[src/prhc_params.svh]
// Purpose: Offsets, field positions and reset values of the reference and holdover control
// Assumes: Byte-wide registers addressed by their printed offsets
// Notes:   Definitions only
`ifndef PRHC_PARAMS_SVH
`define PRHC_PARAMS_SVH

`define PRHC_ADDR_W            8
`define PRHC_OFS_BUF_IN0       8'h0a
`define PRHC_OFS_BUF_IN1       8'h0b
`define PRHC_OFS_BUF_IN2       8'h0c
`define PRHC_OFS_BUF_IN3       8'h0d
`define PRHC_OFS_BUF_OSC       8'h0e
`define PRHC_OFS_PRIORITY      8'h14
`define PRHC_OFS_VALIDATION    8'h15
`define PRHC_OFS_EXIT_CTRL     8'h16
`define PRHC_OFS_TUNING_VALUE  8'h17
`define PRHC_OFS_TRACKING_CTRL 8'h18

// Buffer control fields
`define PRHC_BUF_EN_BIT        0
`define PRHC_BUF_MODE_LSB      1
`define PRHC_BUF_MODE_MSB      4
`define PRHC_BUF_MASK          8'h1f
// Priority fields, first to fourth
`define PRHC_PRIO0_LSB         0
`define PRHC_PRIO1_LSB         2
`define PRHC_PRIO2_LSB         4
`define PRHC_PRIO3_LSB         6
// Validation timer
`define PRHC_VAL_MSB           2
`define PRHC_VAL_MASK          8'h07
// Holdover exit
`define PRHC_EXIT_CRIT_MSB     1
`define PRHC_EXIT_ACT_LSB      2
`define PRHC_EXIT_ACT_MSB      3
`define PRHC_EXIT_MASK         8'h0f
`define PRHC_ACT_RESET_DIV     2'h0
`define PRHC_ACT_ASSIST        2'h3
`define PRHC_CRIT_PHASE        2'h1
`define PRHC_CRIT_NOW          2'h3
// Holdover tuning value
`define PRHC_HVAL_MSB          6
`define PRHC_HVAL_MASK         8'h7f
// Tracking control
`define PRHC_TRK_DIS_BIT       3
`define PRHC_QUICK_BIT         2
`define PRHC_BW_MSB            1
`define PRHC_TRK_MASK          8'h0f
// Reset values and tuning word limit
`define PRHC_RST_REG           8'h00
`define PRHC_RST_LOS           4'hf
`define PRHC_TUNE_MAX          9'h0ff

`endif

[src/prhc_pkg.sv]
// Purpose: Types shared by the reference and holdover control
// Assumes: Nothing beyond the parameter header
// Notes:   Types only
package prhc_pkg;

    typedef struct packed {
        logic hiz;      // High-impedance mode
        logic pecl;     // Differential PECL mode
        logic ac;       // Ac coupling
        logic term;     // Internal termination
        logic en;       // Buffer enable
    } prhc_buf_type;

    typedef enum logic {ST_TRACK, ST_HOLD} prhc_state_type;

endpackage : prhc_pkg

[src/prhc_core.sv]
// Purpose: Reference priority selection, loss-of-signal revalidation and holdover control
// Assumes: lcm_tick is a one-cycle strobe per common-multiple cycle
// Notes:   Registers reached over a plain byte-wide write/read port
//
// How it works
// - The first priority field names the preferred reference when it is available.
// - Unavailable first choice falls to the second field, then to the third.
// - Unavailable third choice falls to the fourth field in bits seven to six.
// - A returning input waits the programmed common-multiple cycles before leaving loss.
// - Timer code 000 gives no hysteresis and codes 001 to 111 give 2 up to 128 cycles.
// - Revalidation takes twice the count, or three times if another input is in loss.
// - On holdover exit code 00 resets dividers, 01 and 10 do nothing, 11 assists tuning.
// - Holdover exits when loss clears, on zero phase error with loss cleared (01), or at once (11).
// - Tracking disabled in holdover loads the seven-bit value as an unsigned word.
// - Tracking enabled adds the seven-bit value as a signed offset to the average.
// - The tracking-disable bit stops tracking and uses the programmed holdover word.
// - Quick mode moves the tuning word to its holdover value in one step.
// - Each input word has a buffer enable in bit 0 and four mode enables in bits 4 to 1.
// - The path enable bits gate each reference out of the priority selection.
`timescale 1ns/100ps
`include "prhc_params.svh"

module prhc_core (
    input  wire logic                 core_clk,      // 200 MHz clock
    input  wire logic                 rst_n,         // Synchronous reset, active low
    input  wire logic                 reg_wr_en,     // Register write strobe
    input  wire logic                 reg_rd_en,     // Register read strobe
    input  wire logic [7:0]           reg_addr,      // Register offset
    input  wire logic [7:0]           reg_wdata,     // Write data
    output logic      [7:0]           reg_rdata,     // Read data, one cycle after strobe
    output logic                      reg_rvalid,    // Read data valid pulse
    input  wire logic                 lcm_tick,      // Common-multiple cycle strobe
    input  wire logic [3:0]           path_enable,   // Per-reference path enable
    input  wire logic [3:0]           ref_los_raw,   // Raw loss detect per reference
    input  wire logic                 phase_err_zero,// Phase detector reports zero error
    input  wire logic [7:0]           live_tune,     // Tuning word from the running loop
    input  wire logic [7:0]           avg_tune,      // Averaged tuning word
    output logic      [1:0]           sel_ref,       // Selected reference index
    output logic                      sel_valid,     // Some reference available
    output logic      [3:0]           ref_los,       // Validated loss state
    output logic                      in_holdover,   // Loop in holdover
    output logic                      div_reset,     // Divider reset pulse
    output logic                      tune_assist,   // Tuning assist pulse
    output logic      [7:0]           tune_word,     // Tuning control value
    output logic                      track_enable,  // Tuning tracking active
    output logic      [1:0]           track_bw_red,  // Tracking bandwidth reduction
    output prhc_pkg::prhc_buf_type    buf_in0,       // Input 0 buffer control
    output prhc_pkg::prhc_buf_type    buf_in1,       // Input 1 buffer control
    output prhc_pkg::prhc_buf_type    buf_in2,       // Input 2 buffer control
    output prhc_pkg::prhc_buf_type    buf_in3,       // Input 3 buffer control
    output prhc_pkg::prhc_buf_type    buf_osc        // Oscillator buffer control
);

    ////////////////////////////////////////////////////////////////////////////////////////////
    // Functions

    // Hysteresis count of a timer code
    function automatic logic [8:0] hyst_cycles(input logic [2:0] code);
        hyst_cycles = (code == 3'h0) ? 9'h000 : (9'h001 << code);
    endfunction : hyst_cycles

    ////////////////////////////////////////////////////////////////////////////////////////////
    // Register file

    logic [7:0] buf_reg [0:4];
    logic [7:0] prio_reg;
    logic [7:0] val_reg;
    logic [7:0] exit_reg;
    logic [7:0] hval_reg;
    logic [7:0] trk_reg;
    logic [7:0] rdata_next;

    wire wr_buf0 = reg_wr_en && (reg_addr == `PRHC_OFS_BUF_IN0);
    wire wr_buf1 = reg_wr_en && (reg_addr == `PRHC_OFS_BUF_IN1);
    wire wr_buf2 = reg_wr_en && (reg_addr == `PRHC_OFS_BUF_IN2);
    wire wr_buf3 = reg_wr_en && (reg_addr == `PRHC_OFS_BUF_IN3);
    wire wr_bufo = reg_wr_en && (reg_addr == `PRHC_OFS_BUF_OSC);
    wire wr_prio = reg_wr_en && (reg_addr == `PRHC_OFS_PRIORITY);
    wire wr_val  = reg_wr_en && (reg_addr == `PRHC_OFS_VALIDATION);
    wire wr_exit = reg_wr_en && (reg_addr == `PRHC_OFS_EXIT_CTRL);
    wire wr_hval = reg_wr_en && (reg_addr == `PRHC_OFS_TUNING_VALUE);
    wire wr_trk  = reg_wr_en && (reg_addr == `PRHC_OFS_TRACKING_CTRL);

    always_ff @(posedge core_clk) begin
        if (!rst_n) begin
            for (int i = 0; i < 5; i++) begin
                buf_reg[i] <= `PRHC_RST_REG;
            end
            prio_reg <= `PRHC_RST_REG;
            val_reg  <= `PRHC_RST_REG;
            exit_reg <= `PRHC_RST_REG;
            hval_reg <= `PRHC_RST_REG;
            trk_reg  <= `PRHC_RST_REG;
        end else begin
            if (wr_buf0) buf_reg[0] <= reg_wdata & `PRHC_BUF_MASK;
            if (wr_buf1) buf_reg[1] <= reg_wdata & `PRHC_BUF_MASK;
            if (wr_buf2) buf_reg[2] <= reg_wdata & `PRHC_BUF_MASK;
            if (wr_buf3) buf_reg[3] <= reg_wdata & `PRHC_BUF_MASK;
            if (wr_bufo) buf_reg[4] <= reg_wdata & `PRHC_BUF_MASK;
            if (wr_prio) prio_reg   <= reg_wdata;
            if (wr_val)  val_reg    <= reg_wdata & `PRHC_VAL_MASK;
            if (wr_exit) exit_reg   <= reg_wdata & `PRHC_EXIT_MASK;
            if (wr_hval) hval_reg   <= reg_wdata & `PRHC_HVAL_MASK;
            if (wr_trk)  trk_reg    <= reg_wdata & `PRHC_TRK_MASK;
        end
    end

    always_comb begin
        case (reg_addr)
            `PRHC_OFS_BUF_IN0:       rdata_next = buf_reg[0];
            `PRHC_OFS_BUF_IN1:       rdata_next = buf_reg[1];
            `PRHC_OFS_BUF_IN2:       rdata_next = buf_reg[2];
            `PRHC_OFS_BUF_IN3:       rdata_next = buf_reg[3];
            `PRHC_OFS_BUF_OSC:       rdata_next = buf_reg[4];
            `PRHC_OFS_PRIORITY:      rdata_next = prio_reg;
            `PRHC_OFS_VALIDATION:    rdata_next = val_reg;
            `PRHC_OFS_EXIT_CTRL:     rdata_next = exit_reg;
            `PRHC_OFS_TUNING_VALUE:  rdata_next = hval_reg;
            `PRHC_OFS_TRACKING_CTRL: rdata_next = trk_reg;
            default:                 rdata_next = 8'h00;
        endcase
    end

    always_ff @(posedge core_clk) begin
        if (!rst_n) begin
            reg_rdata  <= 8'h00;
            reg_rvalid <= 1'b0;
        end else begin
            reg_rdata  <= reg_rd_en ? rdata_next : reg_rdata;
            reg_rvalid <= reg_rd_en;
        end
    end

    assign buf_in0 = prhc_pkg::prhc_buf_type'(buf_reg[0][`PRHC_BUF_MODE_MSB:0]);
    assign buf_in1 = prhc_pkg::prhc_buf_type'(buf_reg[1][`PRHC_BUF_MODE_MSB:0]);
    assign buf_in2 = prhc_pkg::prhc_buf_type'(buf_reg[2][`PRHC_BUF_MODE_MSB:0]);
    assign buf_in3 = prhc_pkg::prhc_buf_type'(buf_reg[3][`PRHC_BUF_MODE_MSB:0]);
    assign buf_osc = prhc_pkg::prhc_buf_type'(buf_reg[4][`PRHC_BUF_MODE_MSB:0]);

    ////////////////////////////////////////////////////////////////////////////////////////////
    // Loss-of-signal revalidation

    logic [3:0] los_reg;
    logic [3:0] los_next;
    logic [8:0] cnt_reg  [0:3];
    logic [8:0] cnt_next [0:3];

    wire [2:0] val_code = val_reg[`PRHC_VAL_MSB:0];
    wire [8:0] hyst_n   = hyst_cycles(val_code);
    wire [8:0] lim_two  = 9'(hyst_n << 1);
    wire [8:0] lim_three = 9'(lim_two + hyst_n);

    always_comb begin
        for (int i = 0; i < 4; i++) begin
            los_next[i] = los_reg[i];
            cnt_next[i] = cnt_reg[i];
            if (ref_los_raw[i]) begin
                los_next[i] = 1'b1;
                cnt_next[i] = 9'h000;
            end else if (los_reg[i]) begin
                if (val_code == 3'h0) begin
                    los_next[i] = 1'b0;
                end else if (lcm_tick) begin
                    cnt_next[i] = 9'(cnt_reg[i] + 9'h001);
                    if (cnt_next[i] >= (((los_reg & ~(4'h1 << i)) != 4'h0) ?
                                        lim_three : lim_two)) begin
                        los_next[i] = 1'b0;
                        cnt_next[i] = 9'h000;
                    end
                end
            end
        end
    end

    always_ff @(posedge core_clk) begin
        if (!rst_n) begin
            los_reg <= `PRHC_RST_LOS;
            for (int i = 0; i < 4; i++) cnt_reg[i] <= 9'h000;
        end else begin
            los_reg <= los_next;
            for (int i = 0; i < 4; i++) cnt_reg[i] <= cnt_next[i];
        end
    end

    assign ref_los = los_reg;

    ////////////////////////////////////////////////////////////////////////////////////////////
    // Priority selection

    wire [3:0] avail = ~los_reg & path_enable;
    wire [1:0] prio0 = prio_reg[`PRHC_PRIO0_LSB +: 2];
    wire [1:0] prio1 = prio_reg[`PRHC_PRIO1_LSB +: 2];
    wire [1:0] prio2 = prio_reg[`PRHC_PRIO2_LSB +: 2];
    wire [1:0] prio3 = prio_reg[`PRHC_PRIO3_LSB +: 2];
    wire       any_avail = avail[prio0] | avail[prio1] | avail[prio2] | avail[prio3];
    wire [1:0] sel_next = avail[prio0] ? prio0 :
                          avail[prio1] ? prio1 :
                          avail[prio2] ? prio2 :
                          avail[prio3] ? prio3 : sel_ref;

    always_ff @(posedge core_clk) begin
        if (!rst_n) begin
            sel_ref   <= 2'h0;
            sel_valid <= 1'b0;
        end else begin
            sel_ref   <= sel_next;
            sel_valid <= any_avail;
        end
    end

    ////////////////////////////////////////////////////////////////////////////////////////////
    // Holdover state machine

    prhc_pkg::prhc_state_type state_reg;
    prhc_pkg::prhc_state_type state_next;
    logic avail_d_reg;
    logic exit_ok;

    wire [1:0] exit_crit = exit_reg[`PRHC_EXIT_CRIT_MSB:0];
    wire [1:0] exit_act  = exit_reg[`PRHC_EXIT_ACT_MSB:`PRHC_EXIT_ACT_LSB];
    wire       hold      = (state_reg == prhc_pkg::ST_HOLD);
    wire       exit_evt  = hold && exit_ok;

    always_comb begin
        case (exit_crit)
            `PRHC_CRIT_PHASE: exit_ok = any_avail && phase_err_zero;
            `PRHC_CRIT_NOW:   exit_ok = 1'b1;
            default:          exit_ok = any_avail;
        endcase
    end

    always_comb begin
        case (state_reg)
            prhc_pkg::ST_TRACK: state_next = (avail_d_reg && !any_avail) ?
                                             prhc_pkg::ST_HOLD : prhc_pkg::ST_TRACK;
            prhc_pkg::ST_HOLD:  state_next = exit_ok ? prhc_pkg::ST_TRACK : prhc_pkg::ST_HOLD;
            default:            state_next = prhc_pkg::ST_HOLD;
        endcase
    end

    always_ff @(posedge core_clk) begin
        if (!rst_n) begin
            state_reg   <= prhc_pkg::ST_HOLD;
            avail_d_reg <= 1'b0;
            div_reset   <= 1'b0;
            tune_assist <= 1'b0;
        end else begin
            state_reg   <= state_next;
            avail_d_reg <= any_avail;
            div_reset   <= exit_evt && (exit_act == `PRHC_ACT_RESET_DIV);
            tune_assist <= exit_evt && (exit_act == `PRHC_ACT_ASSIST);
        end
    end

    assign in_holdover = hold;

    ////////////////////////////////////////////////////////////////////////////////////////////
    // Holdover tuning word

    wire       trk_dis = trk_reg[`PRHC_TRK_DIS_BIT];
    wire       quick   = trk_reg[`PRHC_QUICK_BIT];
    wire [6:0] hval    = hval_reg[`PRHC_HVAL_MSB:0];
    wire [9:0] sum     = {2'b00, avg_tune} + {{3{hval[6]}}, hval};
    wire [7:0] sum_sat = sum[9] ? 8'h00 :
                         (sum[8:0] > `PRHC_TUNE_MAX) ? 8'hff : sum[7:0];
    wire [7:0] target  = trk_dis ? {1'b0, hval} : sum_sat;
    wire [7:0] step    = (tune_word < target) ? 8'(tune_word + 8'h01) :
                         (tune_word > target) ? 8'(tune_word - 8'h01) : tune_word;
    wire [7:0] tune_next = !hold  ? live_tune :
                           quick  ? target :
                           lcm_tick ? step : tune_word;

    always_ff @(posedge core_clk) begin
        if (!rst_n) begin
            tune_word <= 8'h00;
        end else begin
            tune_word <= tune_next;
        end
    end

    assign track_enable = !trk_dis;
    assign track_bw_red = trk_reg[`PRHC_BW_MSB:0];

    ////////////////////////////////////////////////////////////////////////////////////////////
    // Assertions

    a_sel_first_pick: assert property (@(posedge core_clk) disable iff (!rst_n)
        avail[prio0] |=> sel_ref == $past(prio0))
        else $error("first choice not selected");
    a_sel_second_pick: assert property (@(posedge core_clk) disable iff (!rst_n)
        !avail[prio0] && avail[prio1] |=> sel_ref == $past(prio1))
        else $error("second choice not selected");
    a_sel_fourth_pick: assert property (@(posedge core_clk) disable iff (!rst_n)
        !avail[prio0] && !avail[prio1] && !avail[prio2] && avail[prio3]
        |=> sel_ref == $past(prio3))
        else $error("fourth choice not selected");
    a_los_no_hyst: assert property (@(posedge core_clk) disable iff (!rst_n)
        val_code == 3'h0 && !ref_los_raw[0] |=> !los_reg[0])
        else $error("loss held with no hysteresis");
    a_los_holds_wait: assert property (@(posedge core_clk) disable iff (!rst_n)
        los_reg[0] && !ref_los_raw[0] && val_code != 3'h0 && cnt_reg[0] == 9'h000
        |=> los_reg[0])
        else $error("loss cleared before count");
    a_exit_div_reset: assert property (@(posedge core_clk) disable iff (!rst_n)
        exit_evt && exit_act == 2'h0 |=> div_reset && !tune_assist)
        else $error("divider reset missing");
    a_exit_immediate: assert property (@(posedge core_clk) disable iff (!rst_n)
        hold && exit_crit == 2'h3 |=> !hold ##1 !tune_assist || exit_act == 2'h3)
        else $error("immediate exit missed");
    a_hold_direct_word: assert property (@(posedge core_clk) disable iff (!rst_n)
        hold && quick && trk_dis |=> tune_word == {1'b0, $past(hval)})
        else $error("direct holdover word not loaded");
    a_tune_ramp_up: assert property (@(posedge core_clk) disable iff (!rst_n)
        hold && !quick && lcm_tick && tune_word < target
        |=> tune_word == 8'($past(tune_word) + 8'h01))
        else $error("ramp step wrong");

endmodule : prhc_core

[config.mk]
export PLATFORM = sky130hd
export DESIGN_NAME = prhc_core
export DESIGN_NICKNAME = d
export VERILOG_FILES = /design/src/prhc_pkg.sv /design/src/prhc_core.sv
export VERILOG_INCLUDE_DIRS = /design/src
export SDC_FILE = /design/constraint.sdc
export NUM_CORES = 1
export LEC_CHECK = 0
export BUFFER_PORTS_ARGS = -buffer_cell sky130_fd_sc_hd__buf_4
export CORE_ASPECT_RATIO = 1.75
export CORE_MARGIN = 2
export CORE_UTILIZATION = 64
export CTS_CLUSTER_DIAMETER = 30
export CTS_CLUSTER_SIZE = 8
export DETAILED_ROUTE_END_ITERATION = 8
export PLACE_DENSITY_LB_ADDON = 0.2
export SYNTH_ARGS = -nofsm -noshare
export SYNTH_HDL_FRONTEND = slang
export SYNTH_SLANG_ARGS = --single-unit
[constraint.sdc]
create_clock -name core_clk -period 10.7 [get_ports core_clk]
set_input_delay 0 -clock core_clk [delete_from_list [all_inputs] [get_ports core_clk]]
set_output_delay 0 -clock core_clk [all_outputs]
set_load 0.005 [all_outputs]
==> summary.txt, run 1 <==
Gate Count Post-Synth: 916
Synth top area share: 0.227
I/O pin cnt: 101
routability cong.: 0.909
portion of netlist area occupied by mux cells: 0.0740
met2 WL: 11,500 um
Crit. End Element: flop
Crit path required time: 11,040 ps
Pre-Repair DR Iteration Count: 6
Synth area leaders: dfxtp_1 23%, ha_1 10%, edfxtp_1 9.6%
highest routed layer: met4
Routed WL per cell: 17.9 um
Seq cells post-synth: 114
Starting Density: 0.654
Worst Max-Slew Pin Slew: 1030 ps
Port Buffers: 100
vias: 7,460
pwr dens: 129 mW/mm^2
worst setup path end: tune_word[7]
Crit Path Class: reg -> reg
worst-path fanout max: 15
largest stage delay on the critical path: 700 ps
Chip Width: 87.7 um
area of the mapped netlist: 0.00785 mm^2
complex-gate fraction of the synthesized area: 0.203
status: completed
Post-Synth Simple-Gate Area: 0.213
post-synthesis adder-cell area fraction: 0.106
Site Rows: 53
max_cap viols: 0
nets: 1,127
CTS H-tree lvls: 4
Syn Nets: 1,027
number of antenna violations at the first check in global routing: 0
Worst R2R Path Depth: 20
# placed instances: 1,139
Peak VDD IR: 0.121 mV
Reg clk slew, reported paths: 50 ps
DRT antenna net count: 0
grt ovf: 0
CP max stage cell: dfxtp_1
CP most frequent cell: ha_1
first-pass GRT wire length: 34,600 um
Pleak: 4.02 nW
CTS tree: built
largest family of logic cells by synthesized area: simple AND/OR/NAND/NOR gates
max reg flops: 36
post-cts sizing count: 0
# Post-CTS Setup Buffers: 0
post-synthesis sequential area ratio: 0.323
vias in the first global route: 7,382
Slew Limit Fails: 0
Syn Area/Cell: 8.57 um^2
post-synth cell types: 85
fmax: 186 MHz
share of layout cells above drive strength 1: 0.168
share of synthesized flip-flops with an asynchronous set or reset: 0
root buffer cell: clkbuf_16
core footprint: 0.0120 mm^2
largest net degree at the start of global routing: 35
routed wire length: 21,400 um
post-route DRC violation count: 0
Slew HR: 0.312
worst hold margin: 12.6 ps
Finished Layout Cells: 1,194
Skew-Pair Late Insertion Delay: 410 ps
clk_skew: 9.28 ps
RSZ-0062 raised after global routing: no
CP Cell Sequence: ha_1 -> o21a_1 -> o21ai_0 -> a22oi_4 -> and2_2 -> a22o_1 -> mux2i_1 -> ha_1 -> nand2b_1 -> a21oi_1 -> nor2b_1 -> o21bai_1 -> ha_1 -> a21oi_1 -> nor2_1 -> a311o_1 -> a31oi_1 -> xnor2_1 -> a211o_1 -> o211ai_2
routed vias/inst: 6.25
CTS Buffer Depth: 2
HPWL Detailed: 14,800 um
Post-synth EDFFs: 25
met1 wire length: 7800 um
Die Area: 0.0132 mm^2
Tcrit/Tclk final: 0.503
antenna cells: 0
die height: 151 um
GRT Total Usage: 0.335
Fin Setup TNS: 0 ps
HP Class: in -> reg
post-layout min period: 5380 ps
clk sinks: 114
YS warnings: 0
dominant synthesized flop cell: dfxtp_1
final setup fails: 0
CP Launch Point: hval_reg[6]
xor-xnor portion of the synthesized cell area: 0.0502
drt initial violations: 408
Hold-fix buffers, CTS: 23
Fin. Hold Viols: 0
TritonCTS buffer count: 17
Synth area leader: dfxtp_1
RR Startpoint: hval_reg[6]
number of fill cells: 826
R2R Setup Slk: 5320 ps
routed length on met3: 1230 um
CP Launch Type: flop
R2R Path End: tune_word[7]
Critical Path AT: 5720 ps
Area Overhead vs Synth: 20.4%
[worst max-delay path: cells and delay by family (launching register included)]
kind | cells | cell delay [ps]
XOR/XNOR | 1 | 120
flip-flops | 1 | 700
AO/OA/AOI/OAI | 11 | 2890
adder cells (fa/ha/maj) | 3 | 970
AND/OR/NAND/NOR | 4 | 450
multiplexers | 1 | 160
[Yosys cell counts (17+ instances only)]
master	number
a21oi_1	54
and3_1	20
clkbuf_1	26
dfxtp_1	89
edfxtp_1	25
ha_1	63
mux2i_1	40
nand2_1	126
nand2b_1	23
nand3_1	31
nor2_1	74
o21a_1	18
o21ai_0	55
xnor2_1	28
xor2_1	17
[cell usage in the layout, fill, tap and decap left out, types with 20 or more instances in the layout]
cell type / count
and3_1: 20
a21oi_1: 54
nor2_1: 74
nand3_1: 31
nand2b_1: 23
mux2i_1: 40
buf_4: 101
edfxtp_1: 25
ha_1: 63
o21ai_0: 55
dlygate4sd3_1: 23
nand2_1: 126
dfxtp_1: 89
xnor2_1: 28
[where the power goes]
group / leakage, nW / internal (mW) / total [mW] / switching (mW)
sequential: 0.959 / 0.454 / 0.473 / 0.0189
combinational: 2.77 / 0.0848 / 0.176 / 0.0916
clock: 0.287 / 0.366 / 0.574 / 0.208
[cell type report]
cell class / count / area, um^2 / share of cell area
Inverter: 18 / 67.6 / 0.00715
Multi-Input combinational cell: 741 / 5070 / 0.536
Clock buffer: 19 / 433 / 0.0458
Sequential cell: 114 / 2530 / 0.268
Clock inverter: 13 / 160 / 0.0169
Timing Repair Buffer: 124 / 988 / 0.105
Tap cell: 165 / 206 / 0.0218
[metrics by stage]
step | area [um^2] | setup WS [ps] | power [mW] | util
6_report | 9450 | 5320 | 1.22 | 0.788
5_1_grt | 9450 | 5040 | 1.26 | 0.788
4_1_cts | 9450 | 5390 | 1.22 | 0.788
3_5_place_dp | 8630 | 5540 | 0.642 | 0.719
3_3_place_gp | 8630 | 5670 | 0.639 | 0.719
2_1_floorplan | 7850 | 6210 | 0.579 | -
[metal layers]
metal | up-vias | track usage
li1 | 3532 | -
met5 | - | 0
met1 | 3514 | 0.371
met3 | 86 | 0.0488
met2 | 328 | 0.597
met4 | 0 | 0.186
[how the worst min path moves through the flow]
stage / slack [ps] / to / from / cells past startpoint
after global routing: 30 / trk_reg[3] / reg_addr[2] / 4
after CTS: 0.2 / trk_reg[0] / reg_addr[2] / 4
after detailed placement: 250 / prio_reg[7] / reg_wdata[7] / 3
after global placement: 240 / prio_reg[7] / reg_wdata[7] / 3
after floorplan: 140 / exit_reg[0] / reg_wdata[0] / 2
final: 10 / trk_reg[0] / reg_addr[2] / 4
[cells by family (layout without fill, tap and decap cells)]
| kind of cell | after synthesis | after routing |
|---|---|---|
| xor gates and xnor gates | 45 | 45 |
| buffers and inverters | 61 | 174 |
| and+or+nand+nor | 348 | 348 |
| muxes | 51 | 51 |
| DFF | 114 | 114 |
| adders and majority gates | 65 | 65 |
| AOI/OAI and AO/OA | 232 | 232 |
(Power assumes the default switching activity.)
==> run 2, diff against run 1 <==
--- a/config.mk
+++ b/config.mk
@@ -9,7 +9,7 @@
 export BUFFER_PORTS_ARGS = -buffer_cell sky130_fd_sc_hd__buf_4
 export CORE_ASPECT_RATIO = 1.75
 export CORE_MARGIN = 2
-export CORE_UTILIZATION = 64
+export CORE_UTILIZATION = 53
 export CTS_CLUSTER_DIAMETER = 30
 export CTS_CLUSTER_SIZE = 8
 export DETAILED_ROUTE_END_ITERATION = 8
==> constraint.sdc (replaced) <==
create_clock -name core_clk -period 4.8 [get_ports core_clk]
set_input_delay 0 -clock core_clk [delete_from_list [all_inputs] [get_ports core_clk]]
set_output_delay 0 -clock core_clk [all_outputs]
set_load 0.005 [all_outputs]
==> summary.txt, run 2 (synthesized netlist as in run 1, its figures left out) <==
status: completed
number of antenna violations at the first check in global routing: 0 (unchanged)
Int Power: 1.93 mW (+110%)
Reg clk slew, reported paths: 60 ps (about the same)
final worst slack: 322 ps (-5000 ps)
routed wire length: 21,600 um (+0.73%)
pwr dens: 282 mW/mm^2 (+120%)
Worst Max-Slew Pin Slew: 1020 ps (-7.41 ps)
Clock power frac: 0.463 (-0.006)
Starting Density: 0.544 (-0.110)
post-route DRC violation count: 0 (unchanged)
most common cell after layout, fill and taps aside: nand2_1
max reg flops: 36 (unchanged)
# placed instances: 1,165 (+2.3%)
Pleak: 4.08 nW (+1.5%)
Comb pwr share: 0.147 (+0.003)
# Post-CTS Setup Buffers: 0 (unchanged)
die height: 165 um (+9.6%)
HP Class: in -> reg
Site Rows: 58 (+9.4%)
routed vias/inst: 6.01 (-3.9%)
drt initial violations: 347 (-15%)
root buffer cell: clkbuf_16
Tcrit/Tclk final: 0.933 (+0.430)
max_cap viols: 0 (unchanged)
R2R Setup Slk: 320 ps (-5000 ps)
CTS H-tree lvls: 4 (unchanged)
GRT Total Usage: 0.276 (-0.0589)
switching fraction of total power: 0.284 (+0.0232)
post-layout min period: 4480 ps (-899 ps)
CP Launch Type: flop
I/O pin cnt: 101 (unchanged)
TritonCTS buffer count: 17 (unchanged)
fmax: 223 MHz (+20%)
first-pass GRT wire length: 34,000 um (-1.7%)
Peak VDD IR: 0.233 mV (+92%)
placed cell area: 0.00873 mm^2 (+1.2%)
vias: 7,340 (-1.6%)
nets: 1,140 (+1.2%)
Slew HR: 0.317 (+0.00496)
final setup fails: 0 (unchanged)
CTS tree: built
Slew Limit Fails: 0 (unchanged)
clk_skew: 11.8 ps (+2.57 ps)
largest net degree at the start of global routing: 35 (unchanged)
Port Buffers: 100 (unchanged)
worst hold margin: 37.9 ps (+25.3 ps)
DRT antenna net count: 0 (unchanged)
Finished Layout Cells: 1,222 (+2.3%)
RSZ-0062 raised after global routing: no
Crit path required time: 5140 ps (-5900 ps)
Pre-Repair DR Iteration Count: 5 (-1)
Die Area: 0.0158 mm^2 (+20%)
antenna cells: 0 (unchanged)
Skew-Pair Late Insertion Delay: 420 ps (about the same)
share of layout cells above drive strength 1: 0.181 (+0.0133)
Crit Path Class: reg -> reg
vias in the first global route: 7,161 (-3.0%)
Fin Setup TNS: 0 ps (unchanged)
Psw: 0.765 mW (+140%)
commonest non-fill, non-tap cells in the layout: 126 x nand2_1, 112 x buf_4, 89 x dfxtp_1
clk sinks: 114 (unchanged)
Flop pwr share: 0.390 (+0.004)
worst slack at placement: 166 ps (-5380 ps)
worst-path fanout max: 7 (-8)
CTS Buffer Depth: 2 (unchanged)
Area Overhead vs Synth: 21.9%
grt ovf: 0 (unchanged)
Fin. Hold Viols: 0 (unchanged)
Critical Path AT: 4820 ps (-900 ps)
routability cong.: 0.904 (-0.53%)
Chip Width: 96 um (+9.4%)
Crit. End Element: flop
core footprint: 0.0144 mm^2 (+20%)
final non-filler cell area: 0.00957 mm^2 (+1.3%)
Routed WL per cell: 17.6 um (-1.6%)
HPWL Detailed: 15,600 um (+5.1%)
[run 2: what timing repair did]
action                                 in CTS  in global routing
gates resized for setup                     0                  4
setup endpoints to repair                   0                  5
hold buffers                               25                  0
endpoints found under the hold margin      46                  0
[run 2: per-layer routing]
layer	wire (um)	up-vias	part of all wire	global-route usage
met5	0	-	0	0
met4	754	0	0.035	0.131
met3	1060	68	0.049	0.0438
met2	11600	256	0.54	0.507
met1	8090	3456	0.38	0.299
li1	-	3560	-	-
[run 2: critical path, stage by stage, from the launching register on]
cell and delay, ps:
dfxtp_1 310, ha_1 350, and3_1 240, a221oi_4 350, a22oi_4 180, and2_2 270
a221oi_2 310, nand2b_1 150, ha_1 220, nand2_1 100, a21oi_2 50, nor2b_2 170
o21bai_4 110, ha_1 350, a21oi_1 160, nor2_1 50, a311o_1 350, a31oi_1 210
xnor2_1 100, a211o_1 300, o211ai_2 70
[run 2: metrics by stage]
step / utilization / total power [mW]
finish: 0.663 / 2.70
global route: 0.663 / 2.79
CTS: 0.662 / 2.69
detailed placement: 0.605 / 1.44
global placement: 0.605 / 1.44
floorplan: - / 1.29
[run 2: layout make-up]
class / count / area (um^2)
Tap cell: 180 / 225
Clock buffer: 17 / 425
Fill cell: 1204 / 4870
Inverter: 18 / 67.6
Timing Repair Buffer: 137 / 1090
Multi-Input combinational cell: 741 / 5080
Sequential cell: 114 / 2530
Clock inverter: 15 / 148
[run 2: final timing paths]
kind | end | depth (start not counted) | from
max | tune_word[7] | 20 | hval_reg[4]
min | tune_word[0] | 5 | live_tune[0]
max reg2reg | tune_word[7] | 20 | hval_reg[4]
min reg2reg | reg_rdata[7] | 2 | reg_rdata[7]
[run 2: power by group through the flow]
stage	logic [mW]	clock network [mW]	registers, mW
after floorplan	0.233	0	1.06
after global placement	0.363	0	1.07
after detailed placement	0.369	0	1.07
after CTS	0.386	1.26	1.05
after global routing	0.439	1.30	1.05
final	0.397	1.25	1.05
==> run 3, diff against run 2 <==
--- a/config.mk
+++ b/config.mk
@@ -7,7 +7,6 @@
 export NUM_CORES = 1
 export LEC_CHECK = 0
 export BUFFER_PORTS_ARGS = -buffer_cell sky130_fd_sc_hd__buf_4
-export CORE_ASPECT_RATIO = 1.75
 export CORE_MARGIN = 2
 export CORE_UTILIZATION = 53
 export CTS_CLUSTER_DIAMETER = 30
==> summary.txt, run 3 (synthesized netlist as in run 1, its figures left out) <==
Crit. End Element: flop
WP depth: 20 (unchanged)
CP delay by family, top: compound AO/OA/AOI/OAI gates
commonest non-fill, non-tap cells in the layout: 126 x nand2_1, 107 x buf_4, 85 x dfxtp_1
vias in the first global route: 6,773 (-5.4%)
status: completed
R2R Setup Slk: 240 ps (-80 ps)
pwr dens: 285 mW/mm^2 (+1.2%)
Die Area: 0.0158 mm^2 (-0.25%)
Pleak: 4.07 nW (-0.20%)
CP Launch Point: hval_reg[4]
RR Startpoint: hval_reg[4]
M1 GR Usage: 0.332 (+0.0335)
Crit Path Class: reg -> reg
Area Overhead vs Synth: 21.9% (about the same)
share of layout cells above drive strength 1: 0.182 (+0.00105)
RSZ-0062 raised after global routing: no
largest stage delay on the critical path: 370 ps (+20 ps)
Starting Density: 0.542 (-0.00141)
CTS tree: built
Reg clk slew, reported paths: 60 ps (about the same)
number of antenna violations at the first check in global routing: 0 (unchanged)
GRT met2 Usage: 0.441 (-0.0666)
max_cap viols: 0 (unchanged)
Critical Path AT: 4900 ps (+80 ps)
routability cong.: 0.861 (-4.8%)
Worst R2R Path Depth: 20 (unchanged)
Finished Layout Cells: 1,220 (-0.16%)
R2R Path End: tune_word[7]
post-layout min period: 4560 ps (+77.7 ps)
Slew Limit Fails: 0 (unchanged)
Routed WL per cell: 16.9 um (-3.9%)
max reg flops: 36 (unchanged)
routed wire length: 20,700 um (-4.1%)
CTS Buffer Depth: 2 (unchanged)
Pre-Repair DR Iteration Count: 5 (unchanged)
grt ovf: 0 (unchanged)
Crit path required time: 5150 ps (about the same)
root buffer cell: clkbuf_16
most common cell after layout, fill and taps aside: nand2_1
CP bufs+invs: 0 (unchanged)
Fin Setup TNS: 0 ps (unchanged)
HPWL Detailed: 14,600 um (-5.8%)
Skew-Pair Late Insertion Delay: 420 ps (about the same)
antenna cells: 0 (unchanged)
fmax: 220 MHz (-1.7%)
worst-path fanout max: 7 (unchanged)
drt initial violations: 567 (+63%)
Most Used Layer, Global Route: met2
clk sinks: 114 (unchanged)
post-route DRC violation count: 0 (unchanged)
CTS H-tree lvls: 4 (unchanged)
final setup fails: 0 (unchanged)
# placed instances: 1,164 (-0.086%)
I/O pin cnt: 101 (unchanged)
Slew HR: 0.296 (-0.0205)
vias: 7,250 (-1.2%)
die height: 126 um (-24%)
CP Launch Type: flop
HP Class: in -> reg
CP max stage cell: dfxtp_2
clk_skew: 7.83 ps (-4.02 ps)
DRT antenna net count: 0 (unchanged)
largest net degree at the start of global routing: 35 (unchanged)
GR Util met3: 0.0582 (+0.0144)
Chip Width: 126 um (+31%)
nets: 1,134 (-0.53%)
Port Buffers: 100 (unchanged)
routed vias/inst: 5.94 (-1.1%)
Peak VDD IR: 0.241 mV (+3.3%)
Site Rows: 44 (-24%)
CP Cell Sequence: ha_2 -> and3_1 -> a221oi_4 -> a22oi_4 -> or2_1 -> o22ai_1 -> mux2i_1 -> ha_1 -> nand2_1 -> a21oi_1 -> nor2b_1 -> o21bai_2 -> ha_1 -> a21oi_1 -> nor2_1 -> a311o_1 -> a31oi_2 -> xnor2_1 -> a211o_1 -> o211ai_2
Tcrit/Tclk final: 0.949 (+0.0162)
Worst Max-Slew Pin Slew: 1050 ps (+30.6 ps)
TritonCTS buffer count: 17 (unchanged)
core footprint: 0.0145 mm^2 (+0.26%)
Fin. Hold Viols: 0 (unchanged)
GRT Total Usage: 0.260 (-0.0156)
worst setup path end: tune_word[7]
first-pass GRT wire length: 33,300 um (-2.0%)
run 3: changes by cell type in the layout (fill, tap and decap cells not counted), sizes merged:
| cell | change |
|---|---|
| clkinv | +2 |
| dlygate4sd3 | -1 |
| clkbuf | +2 |
| clkinvlp | -1 |
| inv | -5 |
| buf | -5 |
| bufinv | +2 |
run 3: timing repair:
action                     in CTS  in global routing
hold endpoints to repair       46                  0
hold buffers                   24                  0
setup endpoints to repair       0                  4
buffers inserted                0                  0
gates resized for setup         0                 11
run 3: worst min path at each step:
stage                       from      endpoint  slack (ps)  cells past startpoint
finish              live_tune[0]  tune_word[0]          40                      5
global route        live_tune[0]  tune_word[0]          80                      5
CTS                 live_tune[0]  tune_word[0]          30                      5
detailed placement  reg_wdata[6]   prio_reg[6]         260                      3
global placement    reg_wdata[7]   prio_reg[7]         240                      3
floorplan           reg_wdata[0]   exit_reg[0]         140                      2
run 3: layout make-up:
cell class,count,area (um^2)
multi-input cells,741,5100
fillers,1183,4910
flip-flops and latches,114,2540
repair buffers,131,1040
clock buffers,19,433
well taps,184,230
clock inverters,13,160
inverters,18,67.6
run 3: where the power goes:
part / total [mW] / internal, mW / switching [mW] / leakage, nW
logic: 0.399 / 0.195 / 0.204 / 2.82
clock network: 1.28 / 0.816 / 0.464 / 0.289
registers: 1.05 / 1.01 / 0.0393 / 0.961
total: 2.73 / 2.02 / 0.707 / 4.07
run 3: worst min-delay path, stage by stage:
cell      delay [ps]
buf_4             70
inv_1             40
o21ai_0          140
a211oi_1          60
nor2_1           100
run 3: routing by layer:
metal,share of wire,up-vias
met5,0,-
met4,0.020,0
met3,0.067,33
met2,0.48,264
met1,0.43,3414
li1,-,3539
run 3: stage by stage:
step | total power [mW] | utilization | setup WS (ps) | hold WS [ps] | instance area (um^2)
detailed placement | 1.44 | 0.601 | 104 | 263 | 8700
global placement | 1.43 | 0.601 | 300 | 241 | 8700
global route | 2.83 | 0.661 | 0.944 | 78.5 | 9570
finish | 2.73 | 0.661 | 245 | 44.8 | 9570
CTS | 2.73 | 0.658 | 73.5 | 27.8 | 9530
floorplan | 1.29 | - | 310 | 144 | 7850
